File: config.mk
export PLATFORM = sky130hd
export DESIGN_NAME = fblp_core
export DESIGN_NICKNAME = d
export VERILOG_FILES = /design/src/fblp_pkg.sv /design/src/fblp_core.sv
export SDC_FILE = /design/constraint.sdc
export NUM_CORES = 1
export LEC_CHECK = 0
export BUFFER_PORTS_ARGS = -buffer_cell sky130_fd_sc_hd__buf_2
export CAP_MARGIN = 20
export CELL_PAD_IN_SITES_DETAIL_PLACEMENT = 1
export CELL_PAD_IN_SITES_GLOBAL_PLACEMENT = 2
export CORE_MARGIN = 1.5
export CORE_UTILIZATION = 16
export CTS_BUF_LIST = sky130_fd_sc_hd__clkbuf_4
export CTS_CLUSTER_DIAMETER = 30
export DETAILED_ROUTE_END_ITERATION = 8
export PLACE_DENSITY = 0.83
export SYNTH_ARGS = -nofsm -noshare
export SYNTH_HDL_FRONTEND = slang
export SYNTH_SLANG_ARGS = --single-unit
File: constraint.sdc
create_clock -name clk_sys -period 4.5 [get_ports clk_sys]
set_input_delay 0.9 -clock clk_sys [delete_from_list [all_inputs] [get_ports clk_sys]]
set_output_delay 0.9 -clock clk_sys [all_outputs]
set_load 0.01 [all_outputs]
File: src/fblp_pkg.sv
/*
 Constants for the flash boot lock protection block.
 Assumes a 10 MHz system clock and a 14-bit word address into program flash.
*/
// Notes on behaviour
// Two independent lock fields guard the application and boot sections separately.
// In every lock bit and fuse, 1 means unprogrammed and 0 programmed.
// Application mode 1 (11) allows all writes and reads of the application section.
// Application mode 2 (10) blocks self-program writes to the application section.
// Application mode 3 (00) blocks writes and boot-code reads of the application section.
// Application mode 4 (01) allows writes but blocks boot-code reads of application section.
// Application modes 3/4 with vectors in boot: interrupts off while running application.
// Boot mode 1 (11) allows all writes and reads of the boot section.
// Boot mode 2 (10) blocks self-program writes to the boot section.
// Boot mode 3 (00) blocks writes and application-code reads of the boot section.
// Boot mode 4 (01) allows writes but blocks application-code reads of boot section.
// Boot modes 3/4 with vectors in application: interrupts off while running boot.
// Lock bits are programmed by software or programmer; only chip erase clears them. Here reset also reloads the erased pattern.
// General write lock does not affect self-program writes to flash.
// General read/write lock does not restrict software loads or stores.
// Boot reset fuse unprogrammed: reset starts at the application reset address.
// Boot reset fuse programmed: reset starts at the boot section start address.
// Running code cannot alter fuses; only the programming interface changes them.
// Self-program stores executed from the application section are disabled.
// Boot size fuses set the section boundary and the boot start address.
// A blocked access leaves flash unchanged and raises no fault.
package fblp_pkg;
    localparam int          ADDR_W        = 14;
    localparam logic [13:0] APP_RESET_ADR = 14'h0000;
    // Boot section sizes in words, indexed by the two boot size fuses
    localparam logic [13:0] BOOT_WORDS_00 = 14'h1000;
    localparam logic [13:0] BOOT_WORDS_01 = 14'h0800;
    localparam logic [13:0] BOOT_WORDS_10 = 14'h0400;
    localparam logic [13:0] BOOT_WORDS_11 = 14'h0200;
    localparam logic [13:0] FLASH_TOP     = 14'h3fff;
    localparam logic [1:0]  LOCK_ERASED   = 2'h3;
    // Field positions within a lock byte
    localparam int          LB_APP_LO     = 2;
    localparam int          LB_APP_HI     = 3;
    localparam int          LB_BOOT_LO    = 4;
    localparam int          LB_BOOT_HI    = 5;
endpackage

File: src/fblp_core.sv
/*
 Flash boot lock protection: decides per access whether a self-program store or
 program-memory load may proceed, gates interrupts, and picks the reset vector.
 Assumes the core presents one request at a time on clk_sys and that fuses and
 the programming interface are synchronous to clk_sys.
*/
`timescale 1ns/100ps
module fblp_core
    import fblp_pkg::*;
(
    // Clock and reset
    input  wire logic              clk_sys,
    input  wire logic              rst_n,
    // Fuses, driven only by the programming interface
    input  wire logic              boot_reset_select_fuse,
    input  wire logic [1:0]        boot_size_fuses,
    // Core state
    input  wire logic [ADDR_W-1:0] exec_addr,
    input  wire logic              vectors_in_boot,
    input  wire logic              irq_req,
    // Core access request
    input  wire logic              store_req,
    input  wire logic              load_req,
    input  wire logic [ADDR_W-1:0] access_addr,
    // Lock programming
    input  wire logic              lock_write_sw,
    input  wire logic              lock_write_prog,
    input  wire logic [7:0]        lock_data,
    input  wire logic              chip_erase,
    // Decisions
    output logic                   store_grant,
    output logic                   load_grant,
    output logic                   access_done,
    output logic                   irq_gated,
    output logic [ADDR_W-1:0]      reset_vector,
    output logic [ADDR_W-1:0]      boot_start,
    output logic [1:0]             app_section_lock_field,
    output logic [1:0]             boot_section_lock_field
);

    // ==========================================================
    // State
    typedef struct packed {
        logic [1:0]        app_lock;
        logic [1:0]        boot_lock;
        logic              store_grant;
        logic              load_grant;
        logic              done;
    } fblp_state_t;

    fblp_state_t st;
    fblp_state_t next_st;

    function automatic logic [ADDR_W-1:0] boot_size(input logic [1:0] f);
        unique case (f)
            2'h0: boot_size = BOOT_WORDS_00;
            2'h1: boot_size = BOOT_WORDS_01;
            2'h2: boot_size = BOOT_WORDS_10;
            2'h3: boot_size = BOOT_WORDS_11;
        endcase
    endfunction

    logic [ADDR_W-1:0] bstart;
    logic              exec_in_boot;
    logic              tgt_in_boot;
    logic              wr_ok_app;
    logic              wr_ok_boot;
    logic              rd_ok_app;
    logic              rd_ok_boot;

    // ==========================================================
    // Section decode and lock decisions
    always_comb
    begin
        bstart       = ADDR_W'(FLASH_TOP - boot_size(boot_size_fuses) + 14'h0001);
        exec_in_boot = exec_addr >= bstart;
        tgt_in_boot  = access_addr >= bstart;
        // Lower bit 1 means writes allowed; modes 1 and 4
        wr_ok_app    = (st.app_lock == 2'h3) || (st.app_lock == 2'h1);
        wr_ok_boot   = (st.boot_lock == 2'h3) || (st.boot_lock == 2'h1);
        // Cross-section loads blocked once the target field's upper bit is programmed
        rd_ok_app    = st.app_lock[1] | ~exec_in_boot;
        rd_ok_boot   = st.boot_lock[1] | exec_in_boot;
    end

    // ==========================================================
    // Next state
    always_comb
    begin
        next_st = st;
        next_st.done = store_req | load_req;
        // Stores only from boot code; general lock bits play no part
        next_st.store_grant = store_req & exec_in_boot & (tgt_in_boot ? wr_ok_boot : wr_ok_app);
        next_st.load_grant  = load_req & (tgt_in_boot ? rd_ok_boot : rd_ok_app);
        // Programming only clears bits; a write cannot unprogram
        if (lock_write_prog || (lock_write_sw && exec_in_boot))
        begin
            next_st.app_lock  = st.app_lock  & lock_data[LB_APP_HI:LB_APP_LO];
            next_st.boot_lock = st.boot_lock & lock_data[LB_BOOT_HI:LB_BOOT_LO];
        end
        if (chip_erase)
        begin
            next_st.app_lock  = LOCK_ERASED;
            next_st.boot_lock = LOCK_ERASED;
        end
    end

    // Lock state lives in nonvolatile cells; reset shows the erased pattern here
    always_ff @(posedge clk_sys)
    begin
        if (!rst_n)
            st <= '{app_lock: LOCK_ERASED, boot_lock: LOCK_ERASED, default: 1'b0};
        else
            st <= next_st;
    end

    // ==========================================================
    // Outputs
    // A refused access simply completes without a grant: no fault line exists
    assign store_grant             = st.store_grant;
    assign load_grant              = st.load_grant;
    assign access_done             = st.done;
    assign irq_gated               = irq_req
        & ~(vectors_in_boot & ~exec_in_boot & ~st.app_lock[1])
        & ~(~vectors_in_boot & exec_in_boot & ~st.boot_lock[1]);
    // Fuses are inputs only; nothing here can write them
    assign reset_vector            = boot_reset_select_fuse ? APP_RESET_ADR : bstart;
    assign boot_start              = bstart;
    assign app_section_lock_field  = st.app_lock;
    assign boot_section_lock_field = st.boot_lock;
endmodule // fblp_core

==> parameters.txt, run 1 <==
Parameter                              Value

Routing
  DR pass1 iterations ... 4
  Total wire length after detailed routing ... 1.820 mm
  Antenna Nets Post-Route ... 0
  Per-cell routed wire length ... 9.785 microns
  Avg Vias per Cell ... 3.780
  DRC ... 0
  Number of DRC violations after detailed-routing iteration 0 ... 9
  Detailed-route via count ... 703

GRT
  Met1 usage in global routing ... 0.09422
  GRT Total Usage ... 0.07398
  GRT met3 Usage ... 0.02907
  Met2 GRT Util ... 0.1197
  Global-route congestion overflow total ... 0
  Initial antenna violation count ... 0
  Most used routing layer in global routing ... met2
  Pin count of the biggest net entering global routing ... 9
  Wire length of the first global-routing pass ... 2.884 mm
  Vias in the first global route ... 650

Floorplanning
  I/O pin cnt ... 84
  Core region area ... 0.004324 sq mm
  Standard-cell rows ... 24
  Die outline width ... 69.59 microns
  Die outline area ... 0.004842 sq mm
  Vertical die dimension ... 69.59 microns
  Initial standard-cell utilization of the core ... 0.1641

Critical path
  Setup CP Type ... input pin to primary output
  Critical Path End Type ... primary output
  Worst path most repeated cell ... buf_2
  CP delay by family, top ... compound AO/OA/AOI/OAI gates
  CP Data Arrival Time ... 2.58 ns
  Max Fanout on Critical Path ... 8
  Number of buffers and inverters on the critical path ... 2
  Flop-to-flop setup slack ... 3.69 ns
  Required arrival time at the worst endpoint ... 3.60 ns
  Ordered list of cells on the worst path ... buf_2 > nor2_1 > ha_1 > a21o_1 > a31oi_1 > o21ai_2 > mux2i_1 > buf_2
  Worst stage delay on the critical path ... 0.30 ns
  Critical Path Source Type ... input pin
  Cell with the biggest individual delay on the critical path ... ha_1

Timing
  Number of max-slew violations in the final report ... 0
  Number of setup violations in the final report ... 0
  Clock period minus worst slack ... 3.475 ns
  Part of the cycle the worst path needs ... 0.7723
  Unrepaired setup endpoints after global routing ... no
  Total Neg Setup Slack ... 0 ns
  Final Hold Vio Count ... 0
  Maximum clock skew at final layout ... 0.004088 ns
  Highest Clock Rate ... 287.7 MHz
  Fin worst setup slack ... 1.025 ns

Layout
  Area of all sequential standard cells ... 140.1 sq um
  Final-stage net count ... 188
  Count of inserted antenna diode cells ... 0
  Summed area of non-filler cells in the final layout ... 932.1 sq um
  Final Non-Filler Cells ... 186
  Area growth from synthesis to layout ... 31.39%
  Share of layout cells above drive strength 1 ... 0.3731
  Fill cell total of the finished layout ... 567
  Area of combinational cells with multiple inputs ... 460.4 sq um

Yosys
  Portion of netlist area occupied by mux cells ... 0.01411
  Synthesized-area fraction occupied by adder cells ... 0.08818
  Register area share after synthesis ... 0.1975
  Synth Area in Compound Gates ... 0.2469
  Async set-reset flop share out of synthesis ... 0
  Synthesized instance count ... 91
  Fraction of synthesized cell area in xor and xnor cells ... 0
  Total of warnings raised by yosys ... 0
  Area fraction in and, or, nand and nor cells after synthesis ... 0.1993
  Most instantiated flip-flop cell in the synthesis netlist ... dfxtp_1
  Number of unique standard cell types used by synthesis ... 31
  Cell Area, Synth ... 709.4 sq um
  Main combinational cell family by area after synthesis ... compound AO/OA/AOI/OAI gates
  Syn_area_per_cell ... 7.796 sq um
  Number of flops mapped to enable cells by yosys ... 0
  Count of state elements after synthesis ... 7

Placed design
  Routability-driven placement congestion ratio ... 0.7537
  Pre-CTS worst setup slack ... 0.9701 ns
  Count of input and output buffers ... 42
  HPWL after detailed placement ... 1.599 mm
  Cell area after placement ... 902.1 sq um
  Placed cell count ... 182

Pwr
  Ratio of total power to cell area ... 219.0 mW/mm^2
  VDD IR max ... 98.26 uV
  Leakage power ... 0.4798 nW

CTS
  Count of H-tree levels built during CTS ... 1
  Root buf cell ... clkbuf_4
  Clock sinks ... 7
  Maximum buffer depth of the clock tree ... 2
  Hold_buf cts ... 0
  Clk Latency, worst-skew pair ... 0.26 ns
  Clock slew at the register clock pins of the worst setup and hold paths ... 0.05 ns
  Buffer count from post-CTS setup fixing ... 0
  Quantity of gates resized following cts ... 0
  CTS tree ... built
  Number of buffers created by CTS ... 3

Hold path
  Class of the tightest hold or removal check ... flop to flop

Run
  Number of max-capacitance violations reported ... 0

Run status
  Run status ... finished clean
worst min-delay path: stages (launching register included):
cell,delay [ns]
dfxtp_1,0.32
a21oi_1,0.12
a21oi_1,0.04
layer usage:
layer / vias to the layer above / part of all wire
met5: - / 0
met4: 0 / 0
met3: 0 / 0.099
met2: 38 / 0.46
met1: 303 / 0.44
li1: 362 / -
through the flow:
| stage | hold slack (ns) | total power [mW] | utilization |
|---|---|---|---|
| 2_1_floorplan | 0.5385 | 0.1226 | - |
| 3_5_place_dp | 0.5258 | 0.1406 | 0.2086 |
| 5_1_grt | 0.5768 | 0.2208 | 0.2156 |
| 6_report | 0.5345 | 0.2042 | 0.2156 |
| 3_3_place_gp | 0.5175 | 0.1396 | 0.2086 |
| 4_1_cts | 0.5383 | 0.2099 | 0.2156 |
sequential cells by signal, summed over array words and instances (netlist names):
name	count
store_grant	1
load_grant	1
app_section_lock_field	2
boot_section_lock_field	2
access_done	1
layout by cell type (no fill, tap or decap):
cell type | synthesis | final
inv_1 | 7 | 7
dfxtp_1 | 7 | 7
clkbuf_4 | 0 | 4
a31oi_1 | 1 | 1
nor3_1 | 1 | 1
a21o_1 | 1 | 1
o211ai_1 | 1 | 1
or2b_1 | 1 | 1
o21ai_2 | 1 | 1
nand3b_1 | 1 | 1
a22o_2 | 1 | 1
and2_4 | 1 | 1
mux2i_1 | 1 | 1
conb_1 | 2 | 19
nor2_1 | 4 | 4
nand2b_1 | 5 | 5
buf_2 | 0 | 42
o2bb2ai_1 | 1 | 1
a211oi_1 | 1 | 1
a21oi_1 | 8 | 8
nand2_1 | 3 | 3
o21bai_1 | 1 | 1
o21ai_0 | 3 | 3
nor2b_1 | 1 | 1
nor3b_1 | 5 | 5
nand4bb_1 | 1 | 1
o21a_1 | 3 | 3
o2111a_1 | 1 | 1
ha_1 | 5 | 5
o21ai_1 | 2 | 2
a211oi_2 | 1 | 1
power by group:
group          leakage, nW  internal [mW]  switching [mW]  total (mW)
Combinational        0.404         0.0300          0.0403      0.0703
Sequential          0.0577         0.0656         0.00200      0.0676
Clock               0.0184         0.0401          0.0262      0.0663
Total                0.480          0.136          0.0685       0.204
cells in the mapped netlist (2+ instances only):
cell / instances / area (sq um)
buf_4: 19 / 142.6
nor3b_1: 5 / 37.54
ha_1: 5 / 62.56
o21ai_0: 3 / 15.01
dfxtp_1: 7 / 140.1
o21ai_1: 2 / 10.01
inv_1: 7 / 26.28
nand2_1: 3 / 11.26
a21oi_1: 8 / 40.04
nand2b_1: 5 / 31.28
nor2_1: 4 / 15.01
o21a_1: 3 / 22.52
conb_1: 2 / 7.510
path summary, 6_finish.rpt:
path                              start                         end  cells after the start
min          boot_section_lock_field[0]  boot_section_lock_field[0]                      2
min reg2reg  boot_section_lock_field[0]  boot_section_lock_field[0]                      2
max reg2reg  boot_section_lock_field[0]                 store_grant                      2
max                  boot_size_fuses[1]                   irq_gated                      8
cell type report:
class                   count  share of cell area
clock buffers               4             0.03221
multi-input cells          74              0.4940
flip-flops and latches      7              0.1503
inverters                   7             0.02819
repair buffers             42              0.2255
well taps                  52             0.06980
logic make-up after synthesis:
kind of cell / count (synthesis)
AO/OA/AOI/OAI: 26
adder cells (fa/ha/maj): 5
buffers and inverters: 27
flip-flops: 7
multiplexers: 1
other: 2
AND/OR/NAND/NOR: 23
(Power assumes the default switching activity.)
==> inputs of run 2 (changes only) <==
--- a/config.mk
+++ b/config.mk
@@ -5,16 +5,17 @@
 export SDC_FILE = /design/constraint.sdc
 export NUM_CORES = 1
 export LEC_CHECK = 0
+export ABC_AREA = 1
 export BUFFER_PORTS_ARGS = -buffer_cell sky130_fd_sc_hd__buf_2
 export CAP_MARGIN = 20
 export CELL_PAD_IN_SITES_DETAIL_PLACEMENT = 1
 export CELL_PAD_IN_SITES_GLOBAL_PLACEMENT = 2
 export CORE_MARGIN = 1.5
-export CORE_UTILIZATION = 16
+export CORE_UTILIZATION = 13
 export CTS_BUF_LIST = sky130_fd_sc_hd__clkbuf_4
 export CTS_CLUSTER_DIAMETER = 30
 export DETAILED_ROUTE_END_ITERATION = 8
-export PLACE_DENSITY = 0.83
+export PLACE_DENSITY = 0.72
 export SYNTH_ARGS = -nofsm -noshare
 export SYNTH_HDL_FRONTEND = slang
 export SYNTH_SLANG_ARGS = --single-unit
==> constraint.sdc (replaced) <==
create_clock -name clk_sys -period 3 [get_ports clk_sys]
set_input_delay 0.6 -clock clk_sys [delete_from_list [all_inputs] [get_ports clk_sys]]
set_output_delay 0.6 -clock clk_sys [all_outputs]
set_load 0.01 [all_outputs]
==> run 2 against run 1 <==
  * Critical path depth grew 4
  * Hold slack lost 0.00097 ns
  * Sequential share of layout area shrank 1.8 points
  * Global-route usage shrank 1.2 points
  * Area after synthesis grew 9.9%
  * First-iteration DRC count shrank 22%
  * Design area grew 13%
  * Clock-buffer cell count is the same
  * Synthesized cell count grew 37%
  * Die area grew 34%
  * Core utilization shrank 3.5 points
==> parameters.txt, run 2 <==
Parameter                              Value

Critical path
  Reg2reg end ... load_grant
  Critical Path End Type ... primary output
  Max Fanout on Critical Path ... 6
  Critical Path Source Type ... input pin
  Cell with the biggest individual delay on the critical path ... or2_2
  Worst path most repeated cell ... buf_2
  CP Data Arrival Time ... 2.11 ns
  Ordered list of cells on the worst path ... buf_2 > inv_1 > or2_2 > ha_1 > nand2_1 > inv_2 > o21a_1 > nand2_2 > nand2_4 > o21ai_0 > a21oi_1 > buf_2
  Number of buffers and inverters on the critical path ... 4
  Launch instance of the worst register-to-register path ... app_section_lock_field[1]
  Flop-to-flop setup slack ... 2.28 ns
  Worst R2R Path Depth ... 4
  Required arrival time at the worst endpoint ... 2.40 ns
  Setup CP Type ... input pin to primary output
  CP delay by family, top ... simple AND/OR/NAND/NOR gates
  Worst stage delay on the critical path ... 0.28 ns

Routing
  Per-cell routed wire length ... 8.290 microns
  Detailed-route via count ... 841
  Total wire length after detailed routing ... 2.056 mm
  Routed length on met3 ... 183 microns
  Topmost layer with routed signal wires ... met4
  Total routed wire length on the met1 layer ... 867 microns
  DR WL met2 ... 986 microns
  Avg Vias per Cell ... 3.391
  DRC ... 0
  DR pass1 iterations ... 2
  Number of DRC violations after detailed-routing iteration 0 ... 7
  Antenna Nets Post-Route ... 0

Floorplanning
  Die outline area ... 0.006470 sq mm
  Initial standard-cell utilization of the core ... 0.1332
  Standard-cell rows ... 28
  Core region area ... 0.005851 sq mm
  I/O pin cnt ... 84
  Die outline width ... 80.44 microns
  Vertical die dimension ... 80.44 microns

Timing
  Highest Clock Rate ... 369.0 MHz
  Unrepaired setup endpoints after global routing ... no
  Number of max-slew violations in the final report ... 0
  Part of the cycle the worst path needs ... 0.9034
  Number of setup violations in the final report ... 0
  Clock period minus worst slack ... 2.710 ns
  Final hold slack ... 0.5335 ns
  Maximum clock skew at final layout ... 0.0002416 ns
  Final Hold Vio Count ... 0
  Total Neg Setup Slack ... 0 ns

Yosys
  Most instantiated flip-flop cell in the synthesis netlist ... dfxtp_1
  Area fraction in and, or, nand and nor cells after synthesis ... 0.3820
  Main combinational cell family by area after synthesis ... simple AND/OR/NAND/NOR gates
  Synthesized-area fraction occupied by adder cells ... 0.08026
  Fraction of synthesized cell area in xor and xnor cells ... 0
  Cell Area, Synth ... 779.5 sq um
  Register area share after synthesis ... 0.1798
  Synth Area in Compound Gates ... 0.05939
  Count of state elements after synthesis ... 7
  Portion of netlist area occupied by mux cells ... 0
  Most numerous cell in the Yosys netlist ... nand2_1
  Number of flops mapped to enable cells by yosys ... 0
  Syn_area_per_cell ... 6.236 sq um
  Total of warnings raised by yosys ... 0
  Async set-reset flop share out of synthesis ... 0
  Number of unique standard cell types used by synthesis ... 18
  Biggest area consumer among synthesized cells ... buf_4
  Area fraction of the dominant cell type after synthesis ... 0.1830
  Synthesized instance count ... 125
  Top cell types by occurrence after synthesis ... nand2_1 (25), inv_1 (20), buf_4 (19), nor2_1 (15), nand3_1 (11)
  Leading cell types by total area after synthesis ... buf_4 (18%), dfxtp_1 (18%), nand2_1 (12%), inv_1 (9.6%), ha_1 (8.0%)

GRT
  Vias in the first global route ... 801
  Wire length of the first global-routing pass ... 3.153 mm
  Initial antenna violation count ... 0
  GRT Total Usage ... 0.06215
  Global-route congestion overflow total ... 0
  Pin count of the biggest net entering global routing ... 7

Layout
  Fill cell total of the finished layout ... 756
  Area growth from synthesis to layout ... 35.63%
  Most frequent cells in the layout ... buf_2 (45), nand2_1 (25), inv_1 (20), conb_1 (19), nor2_1 (15)
  Area of all sequential standard cells ... 140.1 sq um
  Area of combinational cells with multiple inputs ... 478.0 sq um
  Final-stage net count ... 227
  Leading cell type in the layout, fill and taps excluded ... buf_2
  Share of layout cells above drive strength 1 ... 0.3584
  Count of inserted antenna diode cells ... 0

Run
  Number of max-capacitance violations reported ... 0

Pwr
  Leakage power ... 0.6638 nW
  Ratio of total power to cell area ... 295.2 mW/mm^2
  VDD IR max ... 90.11 uV

CTS
  Quantity of gates resized following cts ... 0
  Clock slew at the register clock pins of the worst setup and hold paths ... 0.05 ns
  Hold_buf cts ... 0
  Clock sinks ... 7
  Root buf cell ... clkbuf_4
  Count of H-tree levels built during CTS ... 1
  Number of buffers created by CTS ... 3
  Buffer count from post-CTS setup fixing ... 0
  CTS tree ... built
  Maximum buffer depth of the clock tree ... 2
  Clk Latency, worst-skew pair ... 0.25 ns

Hold path
  Worst hold start ... app_section_lock_field[0]
  Class of the tightest hold or removal check ... flop to flop
  Number of instances on the worst hold path ... 2
  Worst min-delay path endpoint ... app_section_lock_field[0]

Placed design
  Count of input and output buffers ... 45
  HPWL after detailed placement ... 1.876 mm
  Routability-driven placement congestion ratio ... 0.6546

Run status
  Run status ... finished clean
==> run 2: kinds of logic (layout without fill, tap and decap cells) <==
logic type | Yosys count | count (layout)
other | 2 | 19
DFF | 7 | 7
and+or+nand+nor | 62 | 62
adders and majority gates | 5 | 5
AOI/OAI and AO/OA | 8 | 8
buffers and inverters | 41 | 72
==> run 2: report_power, final <==
part / leakage (nW) / internal [mW] / total, mW / switching [mW]
Sequential: 0.0579 / 0.0985 / 0.102 / 0.00385
Combinational: 0.588 / 0.0464 / 0.116 / 0.0695
Clock: 0.0184 / 0.0597 / 0.0938 / 0.0341
Total: 0.664 / 0.205 / 0.312 / 0.107
==> run 2: how the worst max path moves through the flow <==
stage	slack, ns	depth (start not counted)	to	start
final	0.29	12	irq_gated	boot_size_fuses[1]
after CTS	0.26	12	irq_gated	boot_size_fuses[1]
after global placement	0.30	12	irq_gated	boot_size_fuses[1]
after global routing	0.16	12	irq_gated	boot_size_fuses[1]
after detailed placement	0.27	12	irq_gated	boot_size_fuses[1]
after floorplan	0.60	10	irq_gated	boot_size_fuses[1]
==> run 2: layout make-up <==
type                            instances  share of cell area
Multi-Input combinational cell         94              0.4521
Timing Repair Buffer                   46              0.2201
Inverter                               22             0.07811
Sequential cell                         7              0.1325
Tap cell                               75             0.08876
Clock buffer                            4             0.02840
==> run 2: routing by layer <==
metal,global-route usage,up-vias
met5,0,-
met4,0.01552,0
met3,0.02386,2
met2,0.1218,34
met1,0.05981,365
li1,-,440
==> run 2: worst register-to-register path: stages (launching register included) <==
cell and delay, ns:
dfxtp_1 0.33, inv_1 0.08, nand2_1 0.05, nor2_1 0.10
nor2_1 0.05
==> run 2: metrics by stage <==
step | std cells | util | total power [mW] | instance area, sq um | setup WS (ns)
after global placement | 244 | 0.1756 | 0.2214 | 1027 | 0.2950
after CTS | 248 | 0.1807 | 0.3188 | 1057 | 0.2648
after global routing | 248 | 0.1807 | 0.3386 | 1057 | 0.1597
after floorplan | 142 | - | 0.1923 | 843.3 | 0.6005
after detailed placement | 244 | 0.1756 | 0.2230 | 1027 | 0.2665
final | 248 | 0.1807 | 0.3121 | 1057 | 0.2897
==> inputs of run 3 (changes only) <==
--- a/config.mk
+++ b/config.mk
@@ -10,7 +10,7 @@
 export CAP_MARGIN = 20
 export CELL_PAD_IN_SITES_DETAIL_PLACEMENT = 1
 export CELL_PAD_IN_SITES_GLOBAL_PLACEMENT = 2
-export CORE_MARGIN = 1.5
+export CORE_MARGIN = 2
 export CORE_UTILIZATION = 13
 export CTS_BUF_LIST = sky130_fd_sc_hd__clkbuf_4
 export CTS_CLUSTER_DIAMETER = 30
==> run 3 against run 2 <==
  * Critical path depth did not move
  * Cell count did not move
  * Power rose by 0.35%
  * Setup slack improved by 0.032 ns
  * Fmax rose by 1.2%
  * Sequential cell count did not move
  * Hold slack improved by 0.0019 ns
  * Clock skew rose by 0.0066 ns
  * Largest power group unchanged
  * Critical endpoint unchanged
  * Design area did not move
==> parameters.txt, run 3 (same netlist as run 2, synthesis figures left out) <==
Parameter                              Value

GRT
  Vias in the first global route ... 746
  Wire length of the first global-routing pass ... 3.132 mm
  Pin count of the biggest net entering global routing ... 7
  GRT Total Usage ... 0.06077
  Global-route congestion overflow total ... 0
  Initial antenna violation count ... 0

CTS
  CTS tree ... built
  Clock sinks ... 7
  Hold_buf cts ... 0
  Clock slew at the register clock pins of the worst setup and hold paths ... 0.06 ns
  Quantity of gates resized following cts ... 0
  Number of buffers created by CTS ... 3
  Count of H-tree levels built during CTS ... 1
  Root buf cell ... clkbuf_4
  Clk Latency, worst-skew pair ... 0.25 ns
  Buffer count from post-CTS setup fixing ... 0
  Maximum buffer depth of the clock tree ... 2

Critical path
  Crit. Startpoint ... boot_size_fuses[1]
  Destination of the critical timing path ... irq_gated
  Reg2reg end ... load_grant
  Setup CP Type ... input pin to primary output
  Launch instance of the worst register-to-register path ... app_section_lock_field[1]
  CP Data Arrival Time ... 2.08 ns
  Worst R2R Path Depth ... 4
  Critical Path End Type ... primary output
  Critical Path Source Type ... input pin
  Required arrival time at the worst endpoint ... 2.40 ns
  Flop-to-flop setup slack ... 2.28 ns
  Max Fanout on Critical Path ... 6

Run status
  Run status ... finished clean

Routing
  DRC ... 0
  Total wire length after detailed routing ... 2.031 mm
  Detailed-route via count ... 847
  Antenna Nets Post-Route ... 0
  Per-cell routed wire length ... 8.190 microns
  Number of DRC violations after detailed-routing iteration 0 ... 13
  DR pass1 iterations ... 4
  Avg Vias per Cell ... 3.415

Timing
  Clock period minus worst slack ... 2.678 ns
  Final Hold Vio Count ... 0
  Highest Clock Rate ... 373.4 MHz
  Number of setup violations in the final report ... 0
  Number of max-slew violations in the final report ... 0
  Part of the cycle the worst path needs ... 0.8927
  Total Neg Setup Slack ... 0 ns
  Unrepaired setup endpoints after global routing ... no
  Fin worst setup slack ... 0.3218 ns
  Maximum clock skew at final layout ... 0.006871 ns

Floorplanning
  Die outline width ... 81.44 microns
  I/O pin cnt ... 84
  Standard-cell rows ... 28
  Core region area ... 0.005851 sq mm
  Initial standard-cell utilization of the core ... 0.1332
  Vertical die dimension ... 81.44 microns
  Die outline area ... 0.006632 sq mm

Pwr
  Net switching power ... 108.6 uW
  Relative contribution of sequential cells to total power ... 0.326
  Share of total power in combinational logic ... 0.369
  Leakage power ... 0.6638 nW
  Clock network fraction of design power ... 0.305
  VDD IR max ... 68.68 uV
  Ratio of total power to cell area ... 296.3 mW/mm^2
  Sw frac ... 0.3466
  Cell internal pwr ... 204.6 uW

Placed design
  Cell area after placement ... 0.001027 sq mm
  Placed cell count ... 244
  HPWL after detailed placement ... 1.858 mm
  Pre-CTS worst setup slack ... 0.2968 ns
  Count of input and output buffers ... 45
  Routability-driven placement congestion ratio ... 0.6745

Layout
  Final design utilization ... 0.1807
  Share of layout cells above drive strength 1 ... 0.3584
  Final Non-Filler Cells ... 248
  Most frequent cells in the layout ... buf_2 (45), nand2_1 (25), inv_1 (20), conb_1 (19), nor2_1 (15)
  Summed area of non-filler cells in the final layout ... 0.001057 sq mm
  Final-stage net count ... 227
  Leading cell type in the layout, fill and taps excluded ... buf_2
  Area growth from synthesis to layout ... 35.63%
  Count of inserted antenna diode cells ... 0

Hold path
  Class of the tightest hold or removal check ... flop to flop
  Number of instances on the worst hold path ... 2

Run
  Number of max-capacitance violations reported ... 0
[run 3: routing by layer]
layer,share of wire,GRT usage
met5,0,0
met4,0.0094,0.01525
met3,0.10,0.02527
met2,0.49,0.1049
met1,0.40,0.06915
[run 3: cell type report]
cell class	instances	area, sq um
clock buffers	4	30.03
fillers	753	4793
inverters	22	82.58
multi-input cells	94	478.0
flip-flops and latches	7	140.1
well taps	75	93.84
repair buffers	46	232.7
[run 3: how the worst min path moves through the flow]
stage	start	endpoint
4_1_cts	app_section_lock_field[1]	app_section_lock_field[1]
3_3_place_gp	app_section_lock_field[1]	app_section_lock_field[1]
2_1_floorplan	app_section_lock_field[0]	app_section_lock_field[0]
3_5_place_dp	app_section_lock_field[1]	app_section_lock_field[1]
6_report	app_section_lock_field[1]	app_section_lock_field[1]
5_1_grt	store_req	access_done
[run 3: metrics by stage]
stage	hold slack, ns	total power, mW
finish	0.5354	0.3132
global route	0.5671	0.3456
CTS	0.5486	0.3220
detailed placement	0.5415	0.2228
global placement	0.5264	0.2213
floorplan	0.5430	0.1923
[run 3: worst max-delay path, cell delays in order]
cell and delay [ns]:
buf_2 0.13, inv_1 0.08, or2_2 0.28, ha_1 0.18, nand2_1 0.09, inv_2 0.06, o21a_1 0.17, nand2_2 0.08
nand2_4 0.07, o21ai_0 0.15, a21oi_1 0.05, buf_2 0.14
[run 3: power by group through the flow]
| stage | logic [mW] | registers (mW) | clock network, mW |
|---|---|---|---|
| floorplan | 0.0859 | 0.106 | 0 |
| finish | 0.116 | 0.102 | 0.0954 |
| detailed placement | 0.118 | 0.104 | 0 |
| global route | 0.133 | 0.103 | 0.109 |
| global placement | 0.117 | 0.105 | 0 |
| CTS | 0.119 | 0.102 | 0.101 |
